[config.mk]
export PLATFORM = sky130hd
export DESIGN_NAME = trc_top
export DESIGN_NICKNAME = d
export VERILOG_FILES = /design/src/rtl/trc_pkg.sv /design/src/rtl/trc_edge_if.sv /design/src/rtl/trc_edge_det.sv /design/src/rtl/trc_top.sv
export SDC_FILE = /design/constraint.sdc
export NUM_CORES = 1
export LEC_CHECK = 0
export ABC_AREA = 1
export ABC_CLOCK_PERIOD_IN_PS = 7600
export BUFFER_PORTS_ARGS = -buffer_cell sky130_fd_sc_hd__clkbuf_2
export CORE_MARGIN = 10
export CORE_UTILIZATION = 52
export CTS_BUF_LIST = sky130_fd_sc_hd__clkbuf_8
export DETAILED_ROUTE_END_ITERATION = 16
export MAX_ROUTING_LAYER = met4
export PLACE_DENSITY = 0.84
export REMOVE_ABC_BUFFERS = 1
export SLEW_MARGIN = 10
export SYNTH_ARGS = -nofsm -noshare
export SYNTH_HDL_FRONTEND = slang
export SYNTH_SLANG_ARGS = --single-unit
[constraint.sdc]
create_clock -name clock_i -period 7.6 [get_ports clock_i]
set_input_delay 0.76 -clock clock_i [delete_from_list [all_inputs] [get_ports clock_i]]
set_output_delay 0.76 -clock clock_i [all_outputs]
set_load 0.01 [all_outputs]
[src/rtl/trc_pkg.sv]
/*
 Constants and types for the trip reset / restart controller.
 Assumes the user of each constant writes trc_pkg::name.
*/
package trc_pkg;
    localparam logic [1:0] RESET_ON_RISE_STOP  = 2'h0;
    localparam logic [1:0] RESET_ON_FALL_STOP  = 2'h1;
    localparam logic [1:0] RESET_ON_RISE_NORUN = 2'h2;
    localparam logic [1:0] RESET_RESP_DEFAULT  = 2'h0;
    localparam logic       RESTART_ZERO_HZ     = 1'h0;
    localparam logic       RESTART_FREQ_MATCH  = 1'h1;
    localparam logic       RESTART_DEFAULT     = 1'h0;
    localparam int         FREQ_W              = 16;
    localparam logic [15:0] ZERO_FREQ          = 16'h0000;

    typedef enum logic [2:0] {
        TRC_IDLE    = 3'h0,
        TRC_RUN     = 3'h1,
        TRC_TRIPPED = 3'h3,
        TRC_MATCH   = 3'h2,
        TRC_RAMP    = 3'h6
    } trc_state_e;
endpackage

[src/rtl/trc_edge_if.sv]
/*
 Edge events of the reset request, passed from detector to controller.
 Assumes one clock domain.
*/
`timescale 1ns/1ps
interface trc_edge_if;
    logic rise;
    logic fall;
    modport src (output rise, output fall);
    modport dst (input rise, input fall);
endinterface

[src/rtl/trc_edge_det.sv]
/*
 Synchroniser and edge detector for the reset request.
 Assumes the input is asynchronous to clock_i.
*/
`timescale 1ns/1ps
module trc_edge_det (
    input  wire logic  clock_i,
    input  wire logic  rst_b_i,
    input  wire logic  level_i,
    trc_edge_if.src    edge_o
);
    logic sync1_reg;
    logic sync2_reg;
    logic prev_reg;

    always_ff @(posedge clock_i or negedge rst_b_i) begin
        if (!rst_b_i) begin
            sync1_reg <= 1'b0;
            sync2_reg <= 1'b0;
            prev_reg  <= 1'b0;
        end else begin
            sync1_reg <= level_i;
            sync2_reg <= sync1_reg;
            prev_reg  <= sync2_reg;
        end
    end

    assign edge_o.rise = sync2_reg & ~prev_reg;
    assign edge_o.fall = ~sync2_reg & prev_reg;
endmodule

[src/rtl/trc_top.sv]
/*
 Trip reset and restart control of a motor drive output stage.
 Assumes trip_i, run_cmd_i and settings are on clock_i; pin inputs
 (reset input, keypad key) are asynchronous and synchronised here.
*/
// Function
// - A trip turns the drive output off at once with no ramp.
// - A trip while running lets the motor coast with no braking.
// - The reset input or the keypad stop/reset key may cancel a trip per the response setting.
// - Setting 00 clears the trip on the rising edge and stops a running drive.
// - Setting 01 clears the trip on the falling edge and stops a running drive.
// - Setting 02 clears the trip on the rising edge and ignores a request while running.
// - Restart setting 00 restarts from zero frequency and ramps normally.
// - Restart setting 01 first matches the coasting motor's frequency then continues.
// - Both settings default to 00 out of reset.
`timescale 1ns/1ps
module trc_top (
    input  wire logic                        clock_i,
    input  wire logic                        rst_b_i,
    input  wire logic                        trip_i,
    input  wire logic                        run_cmd_i,
    input  wire logic                        trip_reset_input_i,
    input  wire logic                        keypad_reset_i,
    input  wire logic                        settings_load_i,
    input  wire logic [1:0]                  reset_response_select_i,
    input  wire logic                        restart_after_reset_select_i,
    input  wire logic [trc_pkg::FREQ_W-1:0]  target_freq_i,
    input  wire logic [trc_pkg::FREQ_W-1:0]  motor_freq_i,
    input  wire logic                        ramp_step_i,
    output logic                             drive_enable_o,
    output logic                             coasting_o,
    output logic                             tripped_o,
    output logic                             running_o,
    output logic [trc_pkg::FREQ_W-1:0]       out_freq_o
);
    // Edge events from the two request sources
    trc_edge_if rs_edge ();
    trc_edge_if key_edge ();

    // Both pins are asynchronous; each detector holds its own synchroniser
    trc_edge_det u_rs_det (
        .clock_i (clock_i),
        .rst_b_i (rst_b_i),
        .level_i (trip_reset_input_i),
        .edge_o  (rs_edge)
    );

    trc_edge_det u_key_det (
        .clock_i (clock_i),
        .rst_b_i (rst_b_i),
        .level_i (keypad_reset_i),
        .edge_o  (key_edge)
    );

    logic [1:0]                 resp_reg;
    logic                       restart_reg;
    trc_pkg::trc_state_e        state_reg;
    logic [trc_pkg::FREQ_W-1:0] freq_reg;
    logic                       coast_reg;
    logic                       req_rise;
    logic                       req_fall;
    logic                       clear_req;
    logic                       stop_req;
    logic                       at_target;
    logic                       stop_hold_reg;

    // Output stage is live in these states
    function automatic logic drives_motor(input trc_pkg::trc_state_e st);
        return st == trc_pkg::TRC_RUN || st == trc_pkg::TRC_RAMP || st == trc_pkg::TRC_MATCH;
    endfunction

    // Settings latched only on load so mid-sequence changes stay coherent
    always_ff @(posedge clock_i or negedge rst_b_i) begin
        if (!rst_b_i) begin
            resp_reg    <= trc_pkg::RESET_RESP_DEFAULT;
            restart_reg <= trc_pkg::RESTART_DEFAULT;
        end else if (settings_load_i) begin
            resp_reg    <= reset_response_select_i;
            restart_reg <= restart_after_reset_select_i;
        end
    end

    // Keypad key shares the pin's edge mode
    assign req_rise = rs_edge.rise | key_edge.rise;

    assign req_fall = rs_edge.fall | key_edge.fall;

    assign at_target = freq_reg == target_freq_i;

    // Code 03 is unused and treated like the rising-edge mode
    always_comb begin
        clear_req = 1'b0;
        stop_req  = 1'b0;
        case (resp_reg)
            trc_pkg::RESET_ON_FALL_STOP: begin
                clear_req = req_fall;
                stop_req  = req_fall;
            end
            trc_pkg::RESET_ON_RISE_NORUN: begin
                clear_req = req_rise;
                stop_req  = 1'b0;
            end
            default: begin
                clear_req = req_rise;
                stop_req  = req_rise;
            end
        endcase
    end

    // Trip outranks every other transition
    always_ff @(posedge clock_i or negedge rst_b_i) begin
        if (!rst_b_i) begin
            state_reg <= trc_pkg::TRC_IDLE;
        end else if (trip_i) begin
            state_reg <= trc_pkg::TRC_TRIPPED;
        end else begin
            case (state_reg)
                trc_pkg::TRC_IDLE: begin
                    if (run_cmd_i && !stop_hold_reg) begin
                        state_reg <= trc_pkg::TRC_RAMP;
                    end
                end
                trc_pkg::TRC_TRIPPED: begin
                    if (clear_req && !run_cmd_i) begin
                        state_reg <= trc_pkg::TRC_IDLE;
                    end else if (clear_req && restart_reg == trc_pkg::RESTART_FREQ_MATCH) begin
                        state_reg <= trc_pkg::TRC_MATCH;
                    end else if (clear_req) begin
                        state_reg <= trc_pkg::TRC_RAMP;
                    end
                end
                trc_pkg::TRC_MATCH: begin
                    state_reg <= trc_pkg::TRC_RAMP;
                end
                trc_pkg::TRC_RAMP,
                trc_pkg::TRC_RUN: begin
                    if (!run_cmd_i || stop_req) begin
                        state_reg <= trc_pkg::TRC_IDLE;
                    end else if (at_target) begin
                        state_reg <= trc_pkg::TRC_RUN;
                    end else begin
                        state_reg <= trc_pkg::TRC_RAMP;
                    end
                end
                default: begin
                    state_reg <= trc_pkg::TRC_IDLE;
                end
            endcase
        end
    end

    // Coasting remembers a trip from run until a clear request arrives in the tripped state
    always_ff @(posedge clock_i or negedge rst_b_i) begin
        if (!rst_b_i) begin
            coast_reg <= 1'b0;
        end else if (trip_i && drives_motor(state_reg)) begin
            coast_reg <= 1'b1;
        end else if (state_reg == trc_pkg::TRC_TRIPPED && clear_req) begin
            coast_reg <= 1'b0;
        end
    end

    // A reset-key stop holds until the run command is withdrawn
    always_ff @(posedge clock_i or negedge rst_b_i) begin
        if (!rst_b_i) begin
            stop_hold_reg <= 1'b0;
        end else if (stop_req && (state_reg == trc_pkg::TRC_RUN
                     || state_reg == trc_pkg::TRC_RAMP)) begin
            stop_hold_reg <= 1'b1;
        end else if (!run_cmd_i) begin
            stop_hold_reg <= 1'b0;
        end
    end

    // One unit per ramp enable; the match load replaces the count
    always_ff @(posedge clock_i or negedge rst_b_i) begin
        if (!rst_b_i) begin
            freq_reg <= trc_pkg::ZERO_FREQ;
        end else if (trip_i || state_reg == trc_pkg::TRC_IDLE
                     || state_reg == trc_pkg::TRC_TRIPPED) begin
            freq_reg <= trc_pkg::ZERO_FREQ;
        end else if (state_reg == trc_pkg::TRC_MATCH) begin
            freq_reg <= motor_freq_i;
        end else if (ramp_step_i && freq_reg < target_freq_i) begin
            freq_reg <= freq_reg + 16'h0001;
        end else if (ramp_step_i && freq_reg > target_freq_i) begin
            freq_reg <= freq_reg - 16'h0001;
        end
    end

    // Enable drops in the same edge as the trip, no ramp-down
    always_ff @(posedge clock_i or negedge rst_b_i) begin
        if (!rst_b_i) begin
            drive_enable_o <= 1'b0;
        end else begin
            drive_enable_o <= ~trip_i & drives_motor(state_reg);
        end
    end

    always_ff @(posedge clock_i or negedge rst_b_i) begin
        if (!rst_b_i) begin
            out_freq_o <= trc_pkg::ZERO_FREQ;
        end else begin
            out_freq_o <= trip_i ? trc_pkg::ZERO_FREQ : freq_reg;
        end
    end

    always_ff @(posedge clock_i or negedge rst_b_i) begin
        if (!rst_b_i) begin
            coasting_o <= 1'b0;
        end else begin
            coasting_o <= coast_reg;
        end
    end

    // Flags follow the state one edge later, like the drive enable
    always_ff @(posedge clock_i or negedge rst_b_i) begin
        if (!rst_b_i) begin
            tripped_o <= 1'b0;
        end else begin
            tripped_o <= state_reg == trc_pkg::TRC_TRIPPED;
        end
    end

    // A trip in the same edge already ends the run
    always_ff @(posedge clock_i or negedge rst_b_i) begin
        if (!rst_b_i) begin
            running_o <= 1'b0;
        end else begin
            running_o <= ~trip_i & (state_reg == trc_pkg::TRC_RUN);
        end
    end
endmodule

; Word-level counts from Yosys, hierarchy flattened
; Cells that the tools add are included.
; Widths: inputs -> output; s select.
[word_totals]
romBits = 0
input_bits = 43
mem_count = 0
output_inout_bits = 20
latch_bits = 0
ramBits = 0
register_bits = 50
[op_classes]
n_bitwise = 13
multipliers = 0
muxes = 19
reduce_logical = 20
n_shift = 0
n_addsub = 2
order_cmp = 2
n_div = 0
eq_ne = 10
[op_table]
columns = op, n
row1 = $mux 16, 5
row2 = $mux 3, 7
row3 = $add 16x1->16 const B, 1
row4 = $eq 16x16->1, 1
row5 = $gt 16x16->1, 1
row6 = $lt 16x16->1, 1
row7 = $sub 16x1->16 const B, 1
row8 = $pmux 3 s4, 1
row9 = $logic_and 1x1->1, 8
row10 = $and 1x1->1, 6
row11 = $eq 3x2->1 const B, 2
row12 = $logic_or 1x1->1, 5
row13 = $mux 1, 5
row14 = $ne 5x5->1 const B, 1
row15 = $not 1->1, 5
row16 = $reduce_bool 4->1, 1
row17 = $eq 3x1->1 const B, 1
row18 = $eq 3x3->1 const B, 1
row19 = $logic_not 3->1, 1
row20 = $ne 3x3->1 const B, 1
row21 = $eq 2x1->1 const B, 1
row22 = $eq 2x2->1 const B, 1
row23 = $logic_not 1->1, 2
row24 = $ne 2x1->1 const B, 1
row25 = other kinds (5), 6

; Logic depth before layout (Yosys ltp)
[logic_depth]
depth_word = 9
depth_mapped = 24
mapped_depth_nobuf = 24

; Hierarchy
; A second synthesis with hierarchy kept.
[hier_totals]
cells_unflattened = 428
hier_area_um2 = 3234.4
[by_module_without_submodules]
columns = mod, seq_area_each_um2, n_inst, area_per_inst_um2, cells_per_inst
row1 = trc_top, 1101.1, 1, 3054.2, 414
row2 = trc_edge_det, 75.1, 2, 90.1, 7

; Worst setup path after synthesis
; OpenSTA, ideal clock, no wires.
[synth_path]
path_type = input to register
startpoint = input target_freq_i[13] (netlist name)
endpoint = register freq_reg[15] (netlist name)
setup_ns = 0.116
arrival_time_ns = 3.234
path_buffers = 0
setup_slack_ns = 4.250
cell_stages = 19
t_required_ns = 7.484
cell_sequence = inv_1 -> ha_1 -> nand2_1 -> inv_1 -> o21bai_1 -> nand2_1 -> a21oi_1 -> nand2_1 -> ha_1 -> nand2_1 -> or2_2 -> nand3_1 -> nand2_1 -> nand2_1 -> inv_1 -> nand3_1 -> nand3_1 -> nand2_1 -> nand2_1
[synth_between]
elab_chain_len = 5
word_cells_on_any_way = 8
[synth_rtl]
columns = element, line_no
row1 = from (decl), trc_top.sv:27  ; input wire logic [trc_pkg::FREQ_W-1:0] target_freq_i,
row2 = $lt 16x16->1, trc_top.sv:184  ; end else if (ramp_step_i && freq_reg < target_freq_i) begin
row3 = $logic_and 1x1->1, trc_top.sv:184
row4 = $mux 16, trc_top.sv:184
row5 = $mux 16, trc_top.sv:182  ; end else if (state_reg == trc_pkg::TRC_MATCH) begin
row6 = $mux 16, trc_top.sv:179  ; end else if (trip_i || state_reg == trc_pkg::TRC_IDLE
row7 = to (signal assigned), trc_top.sv:181  ; freq_reg <= trc_pkg::ZERO_FREQ;
row8 = to (signal assigned), trc_top.sv:183  ; freq_reg <= motor_freq_i;
row9 = to (signal assigned), trc_top.sv:185  ; freq_reg <= freq_reg + 16'h0001;
row10 = to (decl), trc_top.sv:58  ; logic [trc_pkg::FREQ_W-1:0] freq_reg;
; Parallel ways exist; a longest one is shown, timed or not.
; A chain may end at the register's enable or synchronous reset.

; Worst setup path in the final report
; Ends and elaborated chain as after synthesis.

==> metrics.yaml <==
clock_network:
  cts_setup_buffers: 0
  tritoncts: "built"
  post_cts_hold_buffer_count: 0
  clock_root_buffer: "sky130_fd_sc_hd__clkbuf_8"
  cts.sink_count: 50
  maximum_count_of_clock_buffers_along_a_single_path: 2
  ctsResizeCount: 0
  htree_num_levels: 2
  clock_insertion_delay_worst_skew_ns: 0.30
  cts-buffers-inserted: 5
  worst_setup_hold_path_clk_slew_ns: 0.09
global_routing:
  largest_net_degree_at_the_start_of_global_routing: 51
  global_router_s_overall_resource_usage: 0.172
  globalRoute.busiestLayer: "met2"
  globalRouteOverflowTotal: 0
  antenna_violations_before_repair: 0
  grt_use_met2: 0.300
  groute.layer.met3.usage: 0.0288
  grt.met1_usage: 0.197
  first_global_vias: 3086
  grt_first_pass_wirelength_um: 13900
die:
  pin_count: 63
  die_width_um: 100
  initial_core_util: 0.530
  die_y_um: 100
  fp.dieArea_um2: 9990
  core_region_area_um2: 6280
  fp-row-count: 29
synthesis:
  async_reset_ff_frac: 1.00
  number_of_distinct_library_cells_after_synthesis: 36
  synth.most_common_cell: "sky130_fd_sc_hd__nand2_1"
  synthesis.yosys.warnings: 0
  postSynthRegisterBits: 50
  post_synth_instance_area_um2: 3330
  synth_edf_count: 0
  postSynth.topFlopCell: "sky130_fd_sc_hd__dfrtp_1"
  yosys-top-cells-area: "sky130_fd_sc_hd__dfrtp_1 (38%), sky130_fd_sc_hd__nand2_1 (13%), sky130_fd_sc_hd__ha_1 (12%)"
  synth_area_leader_cell: "sky130_fd_sc_hd__dfrtp_1"
  ys_top_cells_by_count: "sky130_fd_sc_hd__nand2_1 (111), sky130_fd_sc_hd__inv_1 (68), sky130_fd_sc_hd__dfrtp_1 (50), sky130_fd_sc_hd__nor2_1 (50), sky130_fd_sc_hd__ha_1 (32)"
  synthDominantCellAreaShare: 0.376
  syn_avg_cell_area_um2: 7.68
  synth.yosys.seq_area_share: 0.376
  netlist_instances: 433
placement:
  dp_hpwl_um: 6460
  port-buffer-count: 62
  gp_congestion: 0.977
  pre_cts_slack_ns: 3.72
pwr:
  share_seq_of_total_power: 0.307
  combPwrFrac: 0.545
  power.leakage_nw: 2.21
  power.share.switching: 0.454
  power.switching_w: 0.000574
  ir_drop_mv: 0.155
  intPower_w: 0.000690
  clkPwrFrac: 0.148
  powerDensity_nw_per_um2: 331
critical_path:
  crit_start: "target_freq_i[13]"
  start_kind: "input pin"
  critical_path_peak_fanout: 19
  critical_path.reg2reg.startpoint: "freq_reg[13]$_DFFE_PN0P_"
  timing_worst_setup_path_type: "in2reg"
  cp.required_ns: 7.80
  cp_endpoint_kind: "register"
  critPathArrivalTime_ns: 3.82
routing:
  detail_route.wl_per_cell_um: 14.3
  drtPass1Iterations: 4
  routed-via-count: 3011
  drt-total-wl_um: 8220
  initialDrtViolationCount: 140
  drt.antenna.violating_nets: 0
  via_per_inst: 5.24
  detail_route.drc_violations: 0
outcome:
  run_status: "completed"
timing:
  clock_skew_ns: 0.00850
  total_count_of_hold_check_failures_in_the_final_report: 0
  report.final.slew_viol_count: 0
  fin_tns_setup_ns: 0
  maximum_clock_rate_ghz: 0.276
  final_cycle_share: 0.477
  tightest_slew_ns: 0.903
  worst_slack_ns: 3.98
  grt_setup_unrepaired: "no"
  slew_headroom: 0.397
  post_route_minimum_period_ns: 3.62
  setup-violations-final: 0
finish:
  antenna_cells: 0
  layout.filler_cells: 584
  area_growth_syn_to_layout_pct: 14.8
  layout-drive-gt1-share: 0.191
  num-nets-final: 573
flow_run:
  max_cap_viol_count: 0
hold_path:
  hp-class: "reg2reg"
  hp_start: "u_rs_det.sync1_reg$_DFF_PN0_"
-- cells by family after synthesis --
logic type | synth area share
compound gates | 0.126
xor+xnor | 0.0184
fa+ha+maj | 0.126
buf+inv | 0.0873
flops | 0.376
mux | 0.00640
simple gates | 0.259
-- cell usage in the layout, fill, tap and decap left out, types with 3 or more instances in the layout --
cell	Yosys	final
sky130_fd_sc_hd__dfrtp_1	50	50
sky130_fd_sc_hd__ha_1	32	32
sky130_fd_sc_hd__xnor2_1	4	4
sky130_fd_sc_hd__o21ai_2	7	7
sky130_fd_sc_hd__o21ai_0	18	18
sky130_fd_sc_hd__o22ai_2	5	5
sky130_fd_sc_hd__clkbuf_2	0	62
sky130_fd_sc_hd__nand3b_1	3	3
sky130_fd_sc_hd__nor2_1	50	50
sky130_fd_sc_hd__a21o_1	3	3
sky130_fd_sc_hd__a21oi_1	23	23
sky130_fd_sc_hd__or2_2	3	3
sky130_fd_sc_hd__xor2_1	3	3
sky130_fd_sc_hd__nand2_1	111	111
sky130_fd_sc_hd__inv_1	68	68
sky130_fd_sc_hd__nand3_1	23	23
sky130_fd_sc_hd__clkbuf_8	0	5
-- layout make-up --
| type | count | area [um2] | area share |
|---|---|---|---|
| Clock buffer | 5 | 68.8 | 0.0180 |
| Sequential cell | 50 | 1250 | 0.328 |
| Inverter | 69 | 259 | 0.0678 |
| Multi-Input combinational cell | 308 | 1780 | 0.467 |
| Timing Repair Buffer | 63 | 318 | 0.0833 |
| Clock inverter | 3 | 40.0 | 0.0105 |
| Tap cell | 77 | 96.3 | 0.0252 |
-- worst paths after layout --
kind                       cells after the start                            to  slack, ns
min in group asynchronous                      2           running_o$_DFF_PN0_       0.55
hold / removal                                 0  u_rs_det.sync2_reg$_DFF_PN0_       0.36
hold reg to reg                                0  u_rs_det.sync2_reg$_DFF_PN0_       0.36
setup reg to reg                              18      freq_reg[15]$_DFFE_PN0P_       4.07
max in group asynchronous                      2       freq_reg[5]$_DFFE_PN0P_       6.62
setup / recovery                              20      freq_reg[15]$_DFFE_PN0P_       3.98
-- worst max-delay path, cell delays in order --
cell	delay (ns)
sky130_fd_sc_hd__clkbuf_2	0.07
sky130_fd_sc_hd__inv_1	0.03
sky130_fd_sc_hd__ha_1	0.29
sky130_fd_sc_hd__nand2_1	0.06
sky130_fd_sc_hd__inv_1	0.03
sky130_fd_sc_hd__o21bai_1	0.12
sky130_fd_sc_hd__nand2_1	0.07
sky130_fd_sc_hd__a21oi_1	0.22
sky130_fd_sc_hd__nand2_1	0.50
sky130_fd_sc_hd__ha_1	0.59
sky130_fd_sc_hd__nand2_1	0.11
sky130_fd_sc_hd__or2_2	0.30
sky130_fd_sc_hd__nand3_1	0.13
sky130_fd_sc_hd__nand2_1	0.08
sky130_fd_sc_hd__nand2_1	0.09
sky130_fd_sc_hd__inv_1	0.04
sky130_fd_sc_hd__nand3_1	0.07
sky130_fd_sc_hd__nand3_1	0.08
sky130_fd_sc_hd__nand2_1	0.11
sky130_fd_sc_hd__nand2_1	0.05
-- power by group through the flow --
stage / Clock, W / Sequential [W] / Combinational (W)
3_3_place_gp: 0 / 0.000390 / 0.000665
4_1_cts: 0.000190 / 0.000387 / 0.000687
5_1_grt: 0.000202 / 0.000396 / 0.000794
6_report: 0.000187 / 0.000388 / 0.000689
2_1_floorplan: 0 / 0.000391 / 0.000504
3_5_place_dp: 0 / 0.000393 / 0.000681
-- per-stage QoR --
step	utilization	std cells	hold slack, ns	total power, W	instance area (um2)
after floorplan	-	427	0.331	0.000895	3290
after global placement	0.591	567	0.334	0.00105	3710
after detailed placement	0.591	567	0.338	0.00107	3710
after CTS	0.608	575	0.359	0.00126	3820
final	0.608	575	0.357	0.00126	3820
after global routing	0.608	575	0.369	0.00139	3820
-- routing by layer --
metal,vias up,share of wire
li1,1513,-
met2,69,0.52
met4,0,0.016
met3,11,0.037
met5,-,0
met1,1418,0.43
(Power assumes the default switching activity.)
